<file path="config.mk">
export PLATFORM = sky130hd
export DESIGN_NAME = pcrc_top
export DESIGN_NICKNAME = d
export VERILOG_FILES = /design/src/verilog/pcrc_pkg.sv /design/src/verilog/pcrc_top.sv /design/src/verilog/pcrc_step.sv
export SDC_FILE = /design/constraint.sdc
export NUM_CORES = 1
export LEC_CHECK = 0
export BUFFER_PORTS_ARGS = -buffer_cell sky130_fd_sc_hd__buf_4
export CAP_MARGIN = 25
export CORE_MARGIN = 3
export CORE_UTILIZATION = 40
export CTS_BUF_LIST = sky130_fd_sc_hd__clkbuf_8
export DETAILED_ROUTE_END_ITERATION = 10
export SYNTH_ARGS = -nofsm -noshare
export SYNTH_HDL_FRONTEND = slang
export SYNTH_SLANG_ARGS = --single-unit
</file>
<file path="constraint.sdc">
create_clock -name CLOCK -period 12 [get_ports CLOCK]
set_input_delay 1.2 -clock CLOCK [delete_from_list [all_inputs] [get_ports CLOCK]]
set_output_delay 1.2 -clock CLOCK [all_outputs]
set_load 0.02 [all_outputs]
</file>
<file path="src/verilog/pcrc_pkg.sv">
// Constants of the programmable CRC generator
// Function
// RULE1: Idle stop bit set halts the module in Idle; clear keeps it running.
// RULE2: Valid word count shows FIFO fill; depth 8 if length above 7, else 16.
// RULE3: Full flag set at count equal depth; empty flag set at count zero.
// RULE4: Go bit one enables the serial shifter; zero keeps it off.
// RULE5: Length field is polynomial length minus one; sets CRC and word width.
// RULE6: Taps 15..1 pick middle terms; constant and 16-bit top terms implied.
// RULE7: Data write port accepts single byte writes.
// RULE8: Count increments once the word's top bit byte has been written.
// RULE9: Shifter runs only while go is one and count above zero.
// RULE10: Count decrements when a word finishes shifting; runs until count zero.
// RULE11: Each word takes length plus one cycles to shift.
// RULE12: Write while full rolls count to zero, acts empty, raises no event.
// RULE13: Count falling from one to zero raises the interrupt event.
// RULE14: Software waits one cycle after a data write before reading count.
// RULE15: Software waits for empty before reading the result.
// RULE16: Software flushes queued words by setting go until empty.
// RULE17: Software primes FIFO, sets go, then refills while count below depth.
// RULE18: Sleep freezes the module in its state and resumes afterwards.
// RULE19: Idle with stop bit acts as Sleep but still passes events.
// RULE20: One data bit per shift, top first, feedback XORed at set taps.
package pcrc_pkg;
  // Register byte offsets
  localparam logic [7:0] PCRC_OFF_CONTROL = 8'h00;
  localparam logic [7:0] PCRC_OFF_TAP     = 8'h04;
  localparam logic [7:0] PCRC_OFF_RESULT  = 8'h08;
  localparam logic [7:0] PCRC_OFF_DATA    = 8'h0c;
  // Control field positions
  localparam int PCRC_BIT_IDLE_STOP = 13;
  localparam int PCRC_BIT_VALID_WORD_COUNT_LO  = 8;
  localparam int PCRC_BIT_FULL      = 7;
  localparam int PCRC_BIT_EMPTY     = 6;
  localparam int PCRC_BIT_GO        = 4;
  localparam int PCRC_BIT_LENGTH_FIELD_LO   = 0;
  // Widths and depths
  localparam int PCRC_W         = 16;
  localparam int PCRC_CNT_W     = 5;
  localparam int PCRC_PTR_W     = 4;
  localparam int PCRC_MEM_DEPTH = 16;
  localparam logic [4:0] PCRC_DEPTH_WIDE   = 5'h08;
  localparam logic [4:0] PCRC_DEPTH_NARROW = 5'h10;
  localparam logic [3:0] PCRC_LENGTH_FIELD_BYTE_MAX = 4'h7;
  // Reset values
  localparam logic [15:0] PCRC_TAP_RST    = 16'h0000;
  localparam logic [15:0] PCRC_RESULT_RST = 16'h0000;
  localparam logic [3:0]  PCRC_LENGTH_FIELD_RST   = 4'h0;
endpackage

</file>
<file path="src/verilog/pcrc_top.sv">
// Programmable CRC generator with APB register access and word FIFO
//
// The address map and the APB interface to the registers were chosen for this implementation.
module pcrc_top
  import pcrc_pkg::*;
#(
  parameter int ADDR_W = 8
)
(
  input  wire logic              CLOCK,
  input  wire logic              RESET,
  input  wire logic              PSEL,
  input  wire logic              PENABLE,
  input  wire logic              PWRITE,
  input  wire logic [ADDR_W-1:0] PADDR,
  input  wire logic [31:0]       PWDATA,
  input  wire logic [3:0]        PSTRB,
  output logic      [31:0]       PRDATA,
  output logic                   PREADY,
  output logic                   PSLVERR,
  input  wire logic              SLEEP_MODE,
  input  wire logic              IDLE_MODE,
  output logic                   CRC_EVENT
);
  if (ADDR_W < 4)
  begin : g_chk
    $error("pcrc_top: ADDR_W must be at least 4");
  end

  // Registers
  logic              sleep_meta_r, sleep_r, idle_meta_r, idle_r;
  logic              sleep_meta_nxt, sleep_nxt, idle_meta_nxt, idle_nxt;
  logic              pready_r, pready_nxt, pslverr_r, pslverr_nxt;
  logic [31:0]       prdata_r, prdata_nxt;
  logic              idle_stop_r, idle_stop_nxt, go_r, go_nxt;
  logic [3:0]        length_field_r, length_field_nxt;
  logic [15:0]       tap_r, tap_nxt, crc_r, crc_nxt, stage_r, stage_nxt;
  logic [4:0]        valid_word_count_r, valid_word_count_nxt;
  logic [3:0]        wptr_r, wptr_nxt, rptr_r, rptr_nxt, bit_r, bit_nxt;
  logic              event_r, event_nxt;
  logic [15:0]       mem_r [PCRC_MEM_DEPTH];
  // Combinational terms
  logic [7:0]        addr8;
  logic              apb_wr, hit;
  logic [4:0]        depth;
  logic              full, empty, frozen, run, pop, push, rollover;
  logic              msb_lane;
  logic [15:0]       merged, step_out, head;
  logic [15:0]       ctrl_view;

  assign addr8 = 8'(PADDR);
  assign apb_wr = PSEL && PENABLE && pready_r && PWRITE;
  assign depth  = (length_field_r > PCRC_LENGTH_FIELD_BYTE_MAX) ? PCRC_DEPTH_WIDE : PCRC_DEPTH_NARROW; // RULE2
  assign full   = (valid_word_count_r == depth);                                                  // RULE3
  assign empty  = (valid_word_count_r == 5'h00);                                                  // RULE3
  assign frozen = sleep_r || (idle_r && idle_stop_r);                          // RULE18 RULE1
  assign run    = go_r && !empty && !frozen;                                   // RULE9 RULE4
  assign head   = mem_r[rptr_r];
  assign pop    = run && (bit_r == 4'h0);                                      // RULE10 RULE11
  assign msb_lane = (length_field_r > PCRC_LENGTH_FIELD_BYTE_MAX);
  assign merged = {(PSTRB[1] ? PWDATA[15:8] : stage_r[15:8]),
                   (PSTRB[0] ? PWDATA[7:0]  : stage_r[7:0])};                  // RULE7
  assign push     = apb_wr && (addr8 == PCRC_OFF_DATA) && PSTRB[msb_lane];     // RULE8
  assign rollover = push && full;                                              // RULE12

  // Control register image
  always_comb
  begin
    ctrl_view = 16'h0000;
    ctrl_view[PCRC_BIT_IDLE_STOP] = idle_stop_r;
    ctrl_view[PCRC_BIT_VALID_WORD_COUNT_LO +: PCRC_CNT_W] = valid_word_count_r;                      // RULE2
    ctrl_view[PCRC_BIT_FULL]  = full;
    ctrl_view[PCRC_BIT_EMPTY] = empty;
    ctrl_view[PCRC_BIT_GO]    = go_r;
    ctrl_view[PCRC_BIT_LENGTH_FIELD_LO +: 4] = length_field_r;
  end

  // Shift step of the CRC engine
  pcrc_step u_step (
    .crc      (crc_r),
    .taps     (tap_r),
    .length_field     (length_field_r),
    .din      (head[bit_r]),
    .crc_next (step_out)
  );

  // Power mode input synchronisers
  always_comb
  begin
    sleep_meta_nxt = SLEEP_MODE;
    sleep_nxt      = sleep_meta_r;
    idle_meta_nxt  = IDLE_MODE;
    idle_nxt       = idle_meta_r;
  end

  always_ff @(posedge CLOCK)
  begin
    if (RESET)
    begin
      sleep_meta_r <= 1'b0;
      sleep_r      <= 1'b0;
      idle_meta_r  <= 1'b0;
      idle_r       <= 1'b0;
    end
    else
    begin
      sleep_meta_r <= sleep_meta_nxt;
      sleep_r      <= sleep_nxt;
      idle_meta_r  <= idle_meta_nxt;
      idle_r       <= idle_nxt;
    end
  end

  // APB answer: ready in the first access cycle, read data captured at setup
  always_comb
  begin
    pready_nxt  = PSEL && !PENABLE && !pready_r;
    pslverr_nxt = 1'b0;
    prdata_nxt  = prdata_r;
    hit = (addr8 == PCRC_OFF_CONTROL) || (addr8 == PCRC_OFF_TAP) ||
          (addr8 == PCRC_OFF_RESULT) || (addr8 == PCRC_OFF_DATA);
    if (PSEL && !PENABLE)
    begin
      pslverr_nxt = !hit;
      prdata_nxt  = 32'h0000_0000;
      if (!PWRITE)
      begin
        case (addr8)
          PCRC_OFF_CONTROL: prdata_nxt = {16'h0000, ctrl_view};
          PCRC_OFF_TAP:     prdata_nxt = {16'h0000, tap_r[15:1], 1'b0};       // RULE6
          PCRC_OFF_RESULT:  prdata_nxt = {16'h0000, crc_r};
          PCRC_OFF_DATA:    prdata_nxt = {16'h0000, crc_r};                   // RULE15
          default:          prdata_nxt = 32'h0000_0000;
        endcase
      end
    end
  end

  always_ff @(posedge CLOCK)
  begin
    if (RESET)
    begin
      pready_r  <= 1'b0;
      pslverr_r <= 1'b0;
      prdata_r  <= 32'h0000_0000;
    end
    else
    begin
      pready_r  <= pready_nxt;
      pslverr_r <= pslverr_nxt;
      prdata_r  <= prdata_nxt;
    end
  end

  assign PREADY  = pready_r;
  assign PSLVERR = pslverr_r;
  assign PRDATA  = prdata_r;

  // Configuration, FIFO and shifter next state
  always_comb
  begin
    idle_stop_nxt = idle_stop_r;
    go_nxt    = go_r;
    length_field_nxt  = length_field_r;
    tap_nxt   = tap_r;
    crc_nxt   = crc_r;
    stage_nxt = stage_r;
    valid_word_count_nxt = valid_word_count_r;
    wptr_nxt  = wptr_r;
    rptr_nxt  = rptr_r;
    bit_nxt   = bit_r;
    if (run)
    begin
      crc_nxt = step_out;                                                     // RULE20
      bit_nxt = pop ? length_field_r : bit_r - 4'h1;                                  // RULE11
    end
    else if (empty)
    begin
      bit_nxt = length_field_r;
    end
    if (pop)
    begin
      rptr_nxt  = (rptr_r + 4'h1) & 4'(depth - 5'h01);
      valid_word_count_nxt = valid_word_count_r - 5'h01;                                            // RULE10
    end
    if (apb_wr)
    begin
      case (addr8)
        PCRC_OFF_CONTROL:
        begin
          idle_stop_nxt = PWDATA[PCRC_BIT_IDLE_STOP];
          go_nxt        = PWDATA[PCRC_BIT_GO];                                // RULE4
          length_field_nxt      = PWDATA[PCRC_BIT_LENGTH_FIELD_LO +: 4];                      // RULE5
        end
        PCRC_OFF_TAP:    tap_nxt = {PWDATA[15:1], 1'b0};                      // RULE6
        PCRC_OFF_RESULT: crc_nxt = PWDATA[15:0];
        PCRC_OFF_DATA:   stage_nxt = merged;                                  // RULE7
        default:         stage_nxt = stage_r;
      endcase
    end
    if (rollover)
    begin
      valid_word_count_nxt = 5'h00;                                                      // RULE12
      wptr_nxt  = 4'h0;
      rptr_nxt  = 4'h0;
      bit_nxt   = length_field_r;
    end
    else if (push)
    begin
      wptr_nxt  = (wptr_r + 4'h1) & 4'(depth - 5'h01);
      valid_word_count_nxt = pop ? valid_word_count_r : valid_word_count_r + 5'h01;                            // RULE8
    end
    event_nxt = (valid_word_count_r == 5'h01) && (valid_word_count_nxt == 5'h00);                   // RULE13 RULE19
  end

  always_ff @(posedge CLOCK)
  begin
    if (RESET)
    begin
      idle_stop_r <= 1'b0;
      go_r    <= 1'b0;
      length_field_r  <= PCRC_LENGTH_FIELD_RST;
      tap_r   <= PCRC_TAP_RST;
      crc_r   <= PCRC_RESULT_RST;
      stage_r <= 16'h0000;
      valid_word_count_r <= 5'h00;
      wptr_r  <= 4'h0;
      rptr_r  <= 4'h0;
      bit_r   <= PCRC_LENGTH_FIELD_RST;
      event_r <= 1'b0;
    end
    else
    begin
      idle_stop_r <= idle_stop_nxt;
      go_r    <= go_nxt;
      length_field_r  <= length_field_nxt;
      tap_r   <= tap_nxt;
      crc_r   <= crc_nxt;
      stage_r <= stage_nxt;
      valid_word_count_r <= valid_word_count_nxt;
      wptr_r  <= wptr_nxt;
      rptr_r  <= rptr_nxt;
      bit_r   <= bit_nxt;
      event_r <= event_nxt;
    end
  end

  // FIFO storage, no reset needed
  always_ff @(posedge CLOCK)
  begin
    if (push && !rollover)
    begin
      mem_r[wptr_r] <= merged;
    end
  end

  assign CRC_EVENT = event_r;
endmodule

</file>
<file path="src/verilog/pcrc_step.sv">
// One shift step of the programmable CRC register
module pcrc_step
  import pcrc_pkg::*;
(
  input  wire logic [15:0] crc,
  input  wire logic [15:0] taps,
  input  wire logic [3:0]  length_field,
  input  wire logic        din,
  output logic      [15:0] crc_next
);
  logic        fb;
  logic [15:0] mask;

  // Feedback from the top stage of the active length
  always_comb
  begin
    fb   = din ^ crc[length_field];                          // RULE20
    mask = 16'hffff >> (4'hf - length_field);                // RULE5
    crc_next = 16'h0000;
    crc_next[0] = fb;                                // RULE6
    for (int i = 1; i < PCRC_W; i++)
    begin
      crc_next[i] = crc[i-1] ^ (taps[i] & fb);       // RULE6
    end
    crc_next = crc_next & mask;
  end
endmodule

</file>
* Word-level counts from Yosys, hierarchy flattened
Memory sizes are Yosys's and may differ from the RTL's. A register that Yosys moved wholly into a read port is not among the register bits. Index checks and enable logic that the tools add are counted.
Cells by class: add/sub/neg operators 7, order comparisons 4, equality and inequality tests 5, shift-type cells 1, multiplexer cells 26, bitwise gates (word level) 35, reductions and logical operators 35
Operator list (number):
- 2-to-1 mux 16 bit | 4
- case mux 16 bit (3 select lines) | 1
- 2-to-1 mux 5 bit | 5
- 2-to-1 mux 4 bit | 6
- bitwise AND 16 bit | 1
- equality test 8 x 4 -> 1 bit, second input constant | 2
- 2-to-1 mux 8 bit | 2
- right shift 16 x 4 -> 16 bit, first input constant | 1
- XOR 1 bit | 16
- bitwise AND 1 bit | 15
- logical AND 1 bit | 14
- logical NOT 5 bit | 2
- < comparator 4 x 5 -> 1 bit, second input constant | 2
- adder 4 x 1 -> 4 bit, second input constant | 2
- bitwise AND 4 bit | 2
- binary-select mux 1 bit (select 4 bit) | 2
- equality test 8 x 3 -> 1 bit, second input constant | 1
- logical NOT 8 bit | 1
- subtractor 4 x 1 -> 4 bit, second input constant | 2
- logical NOT 1 bit | 6
- 2-to-1 mux 1 bit | 6
- AND reduction 2 bit | 3
- OR reduction 2 bit | 3
- adder 5 x 1 -> 5 bit, second input constant | 1
- other kinds (10) | 13
Word-level totals: flip-flop bits (word level) 109, memory bits (writable) 256, logic and storage cells 132, memories kept 1
Memory list:
- mem_r | depth 16, width 16, read ports 1, clocked after Yosys merged registers in 1, wr ports 1, line pcrc_top.sv:41 | logic [15:0] mem_r [PCRC_MEM_DEPTH];

* Longest topological paths before layout
depth in word-level cells 10, gate-level depth with buffers 14

* Cells and area by module
From an unflattened synthesis, not the netlist that was laid out.
Second synthesis, totals: cells, all modules 1175, area total of the unflattened synthesis 15745.1 um^2
Modules (own cells, without submodules):
- pcrc_top | instances 1, cells each 1006, area each 14604.0 um^2
- pcrc_step | instances 1, cells each 169, area each 1141.1 um^2

* Worst setup path after synthesis
Ideal clock, no wire load.
kind input port to flip-flop, start input port PADDR[1], end memory mem_r[0][0], enable pin, library setup time 430 ps, data arrival time 4283 ps, data required time 11570 ps, path slack 7286 ps, stages on the path 7, path buffers 1, path through nor4_2 -> nand4_1 -> nor2_2 -> and2_0 -> clkbuf_1 -> nand2_1 -> nor4_1
Between the ends: cells in the longest elaborated chain, start to end 8
RTL lines:
- from (decl) | line pcrc_top.sv:15 | input wire logic [ADDR_W-1:0] PADDR,
- equality test 8 x 4 -> 1 bit (*) | line pcrc_top.sv:63 | assign push = apb_wr && (addr8 == PCRC_OFF_DATA) && PSTRB[msb_lane];
- logical AND 1 bit (*) (2 in a row) | line pcrc_top.sv:63
- logical AND 1 bit | line pcrc_top.sv:64 | assign rollover = push && full;
- logical NOT 1 bit | line pcrc_top.sv:251 | if (push && !rollover)
- logical AND 1 bit (*) | line pcrc_top.sv:251
- 2-to-1 mux 1 bit (*) | line pcrc_top.sv:251
- 2-to-1 mux 1 bit (not written as such) (*) | line pcrc_top.sv:253 | mem_r[wptr_r] <= merged;
- to (decl) | line pcrc_top.sv:41
Every way passes the cells marked *; elsewhere a longest branch is shown, timed or not.

==> flow_summary.yaml <==
synthesis:
  ys_ff_latch: 353
  synth_area_um2: 15600
  synth_edf_count: 256
  synth_top_area_share_pct: 49.3
  synth_ff_type: "edfxtp_1"
  synth_cell_types: 71
  synthArstFlopShare_pct: 0
  yosysTopAreaCell: "edfxtp_1"
  synthCells: 1172
  yosys-top-cells-area: "edfxtp_1, dfxtp_1, mux4_2"
  yosys_warnings: 0
  synth.avg_cell_area_um2: 13.3
  ys_seq_area_share_pct: 61.8
floorplan:
  dieHeight_um: 203
  core_area_um2: 38000
  rows: 71
  start_util_pct: 41.0
  ios: 86
  die_x_um: 203
  dieArea_um2: 41400
power:
  p_sw_w: 0.000506
  comb_power_share_pct: 2.2
  clkPwrFrac_pct: 42.0
  p_seq_share_pct: 55.8
  swShare_pct: 21.6
  ir_worst_vdd_v: 0.0000740
  power.density_nw_per_um2: 132
  intPower_w: 0.00183
  p_leak_nw: 5.61
global_routing:
  antenna_found_initial: 0
  grt_pass1_vias: 9839
  gr-total-overflow: 0
  grt_pass1_wl_mm: 59.4
  grt_max_degree: 51
  grt_usage_pct: 18.7
final_layout:
  drive_gt1_share_pct: 19.6
  stdcell_area_um2: 17700
  fin_nets: 1303
  antenna_cells: 0
  area_delta_synth_final_pct: 13.4
route:
  first_pass_iters: 6
  routed_wl_mm: 38.9
  drc_errors: 0
  vias: 10100
  drt_iter0_markers: 848
  wl_per_cell_um: 21.7
  ant_nets: 0
  drt-vias-per-instance: 5.62
worst_hold_path:
  hold-path-endpoint: "idle_r$_SDFF_PP0_"
  hold_path_class: "register to register"
  whs_path_depth: 1
  worst_hold_startpoint: "idle_meta_r$_SDFF_PP0_"
clock_tree:
  cts_hold_buf: 0
  clkSinkCount: 353
  cts_max_level: 2
  root_buffer: "clkbuf_8"
  post_cts_buffers: 0
  clock_latency_ns: 0.62
  clk_path_buf_depth: 3
  cts_buffers: 58
  clk_pin_slew_worst_paths_ns: 0.05
  post_cts_resized: 0
  cts_tree: "yes"
setup_path:
  required_ns: 12.49
  cp.arrival_ns: 4.77
  rr_worst_depth: 9
  cp_slowest_stage_delay_ns: 0.72
  r2r_slack_ns: 7.71
  crit_chain: "buf_4, mux4_2, a22oi_1, a31oi_1, or4b_1, a32o_2, xnor2_4, a21oi_1, a311o_1"
  cp-start-kind: "register"
  critPathCaptureType: "register"
  rr_endpoint: "crc_r[13]$_SDFF_PP0_"
  worstPathMaxFanout: 42
  crit_type: "register to register"
  crit_slowest_cell: "buf_4"
sta:
  rsz0062_at_grt: "false"
  worst_slew_pin_slew_ns: 1.00
  clock_skew_ns: 0.0251
  fin_setup_tns_ns: 0
  final.min_clock_period_ns: 4.29
  drv_slew: 0
  report.final.hold_viol_count: 0
  setup_ws_ns: 7.71
  slew_headroom_pct: 33.0
  setup_viol: 0
  max_freq_mhz: 233
  min_period_over_period_pct: 35.7
placed_design:
  gp_congestion: 0.792
  io_buffers: 51
  hpwl_mm: 24.6
  place_area_um2: 16600
  dp_worst_setup_slack_ns: 7.02
run:
  maxCapViolCount: 0
run_status:
  status: "finished, final reports clean"
layout by cell type, fill, tap and decap left out, types with 9 or more instances in the layout:
cell      synthesis  routed
clkbuf_8          0      62
a21oi_1          29      29
a31oi_1          18      18
nand2_1          74      74
and2_1           13      13
nand3_1          55      55
inv_1            28      56
a22oi_1          25      25
nor3_1           58      58
nand4b_1          9       9
mux2_2           19      19
edfxtp_1        256     256
nor2b_1          10      10
and3_1            9       9
mux4_2           57      57
or3_1             9       9
mux2i_1          58      58
ha_1             11      11
dfxtp_1          97      94
conb_1            1      16
nor2_1           92      88
o21ai_0          32      32
buf_4            19      76
worst max-delay path by stage:
| stage | startpoint | endpoint | slack (ns) | cells after the start |
|---|---|---|---|---|
| finish | register | crc_r[13]$_SDFF_PP0_ | 7.71 | 9 |
| global route | register | crc_r[13]$_SDFF_PP0_ | 7.40 | 9 |
| CTS | register | crc_r[13]$_SDFF_PP0_ | 7.61 | 9 |
| detailed placement | PADDR[1] | mem_r[5][1]$_DFFE_PP_ | 7.02 | 10 |
| global placement | PADDR[1] | mem_r[7][1]$_DFFE_PP_ | 7.10 | 10 |
| floorplan | PADDR[1] | mem_r[0][0]$_DFFE_PP_ | 7.29 | 7 |
through the flow:
step | power (W) | hold slack (ns) | utilization (%) | cells
6_report | 0.00234 | 0.443 | 46.5 | 1795
5_1_grt | 0.00243 | 0.466 | 46.5 | 1795
4_1_cts | 0.00236 | 0.453 | 46.4 | 1794
3_5_place_dp | 0.00138 | 0.441 | 43.6 | 1691
3_3_place_gp | 0.00138 | 0.421 | 43.2 | 1683
2_1_floorplan | 0.00136 | 0.414 | - | 1187
worst max-delay path, delay by kind of cell, from the launching register on:
family	cells	cell delay [ns]
mux	1	0.60
xor+xnor	1	0.35
flops	1	0.65
simple gates	1	0.52
buf+inv	1	0.72
compound gates	5	1.26
power by group through the flow:
stage	combinational [W]	clock, W	sequential, W
3_3_place_gp	0.0000488	0	0.00133
2_1_floorplan	0.0000308	0	0.00133
6_report	0.0000508	0.000983	0.00131
3_5_place_dp	0.0000503	0	0.00133
4_1_cts	0.0000503	0.00101	0.00131
5_1_grt	0.0000545	0.00107	0.00131
state kept, by name (all words and copies together) (netlist names), 5 cells and up, named ones only:
register,cells
mem_r,256
PRDATA,16
crc_r,16
stage_r,16
tap_r,15
valid_word_count_r,5
synth_stat cells (3+ instances only):
master and number:
a211oi_1 8, a21o_1 7, a21oi_1 29, a221oi_1 4
a22oi_1 25, a31oi_1 18, and2_1 13, and3_1 9
buf_1 6, buf_2 9, buf_4 19, buf_6 7
clkbuf_1 49, dfxtp_1 97, edfxtp_1 256, ha_1 11
inv_1 28, mux2_2 19, mux2i_1 58, mux4_1 3
mux4_2 57, nand2_1 74, nand2b_1 7, nand3_1 55
nand3b_1 5, nand4_1 3, nand4b_1 9, nor2_1 92
nor2b_1 10, nor3_1 58, nor3b_1 4, nor4_1 8
nor4b_1 5, o2111ai_1 3, o211ai_1 5, o21a_1 4
o21ai_0 32, o22ai_1 8, or2_2 4, or3_1 9
xnor2_1 7
metal layers:
metal	wire, um	share of wire (%)	GRT usage, %	vias to the layer above
met5	0	0	0	-
met4	1370	3.5	6.76	0
met3	2460	6.3	3.42	87
met2	18200	47	29.5	339
met1	16900	43	26.0	5062
li1	-	-	-	4601
cells by family after synthesis:
logic type / Yosys count / share of synthesized area [%]
adders and majority gates: 11 / 0.883
buffers and inverters: 118 / 3.71
xor gates and xnor gates: 9 / 0.626
muxes: 137 / 13.8
other: 1 / 0.0241
DFF: 353 / 61.8
and+or+nand+nor: 377 / 12.0
AOI/OAI and AO/OA: 166 / 7.07
area by class of cell:
class	count	area (um^2)
Clock buffer	62	853
Clock inverter	41	221
Fill cell	3471	20400
Inverter	28	105
Multi-Input combinational cell	716	5470
Sequential cell	353	9640
Tap cell	511	639
Timing Repair Buffer	84	741
(Power assumes the default switching activity.)
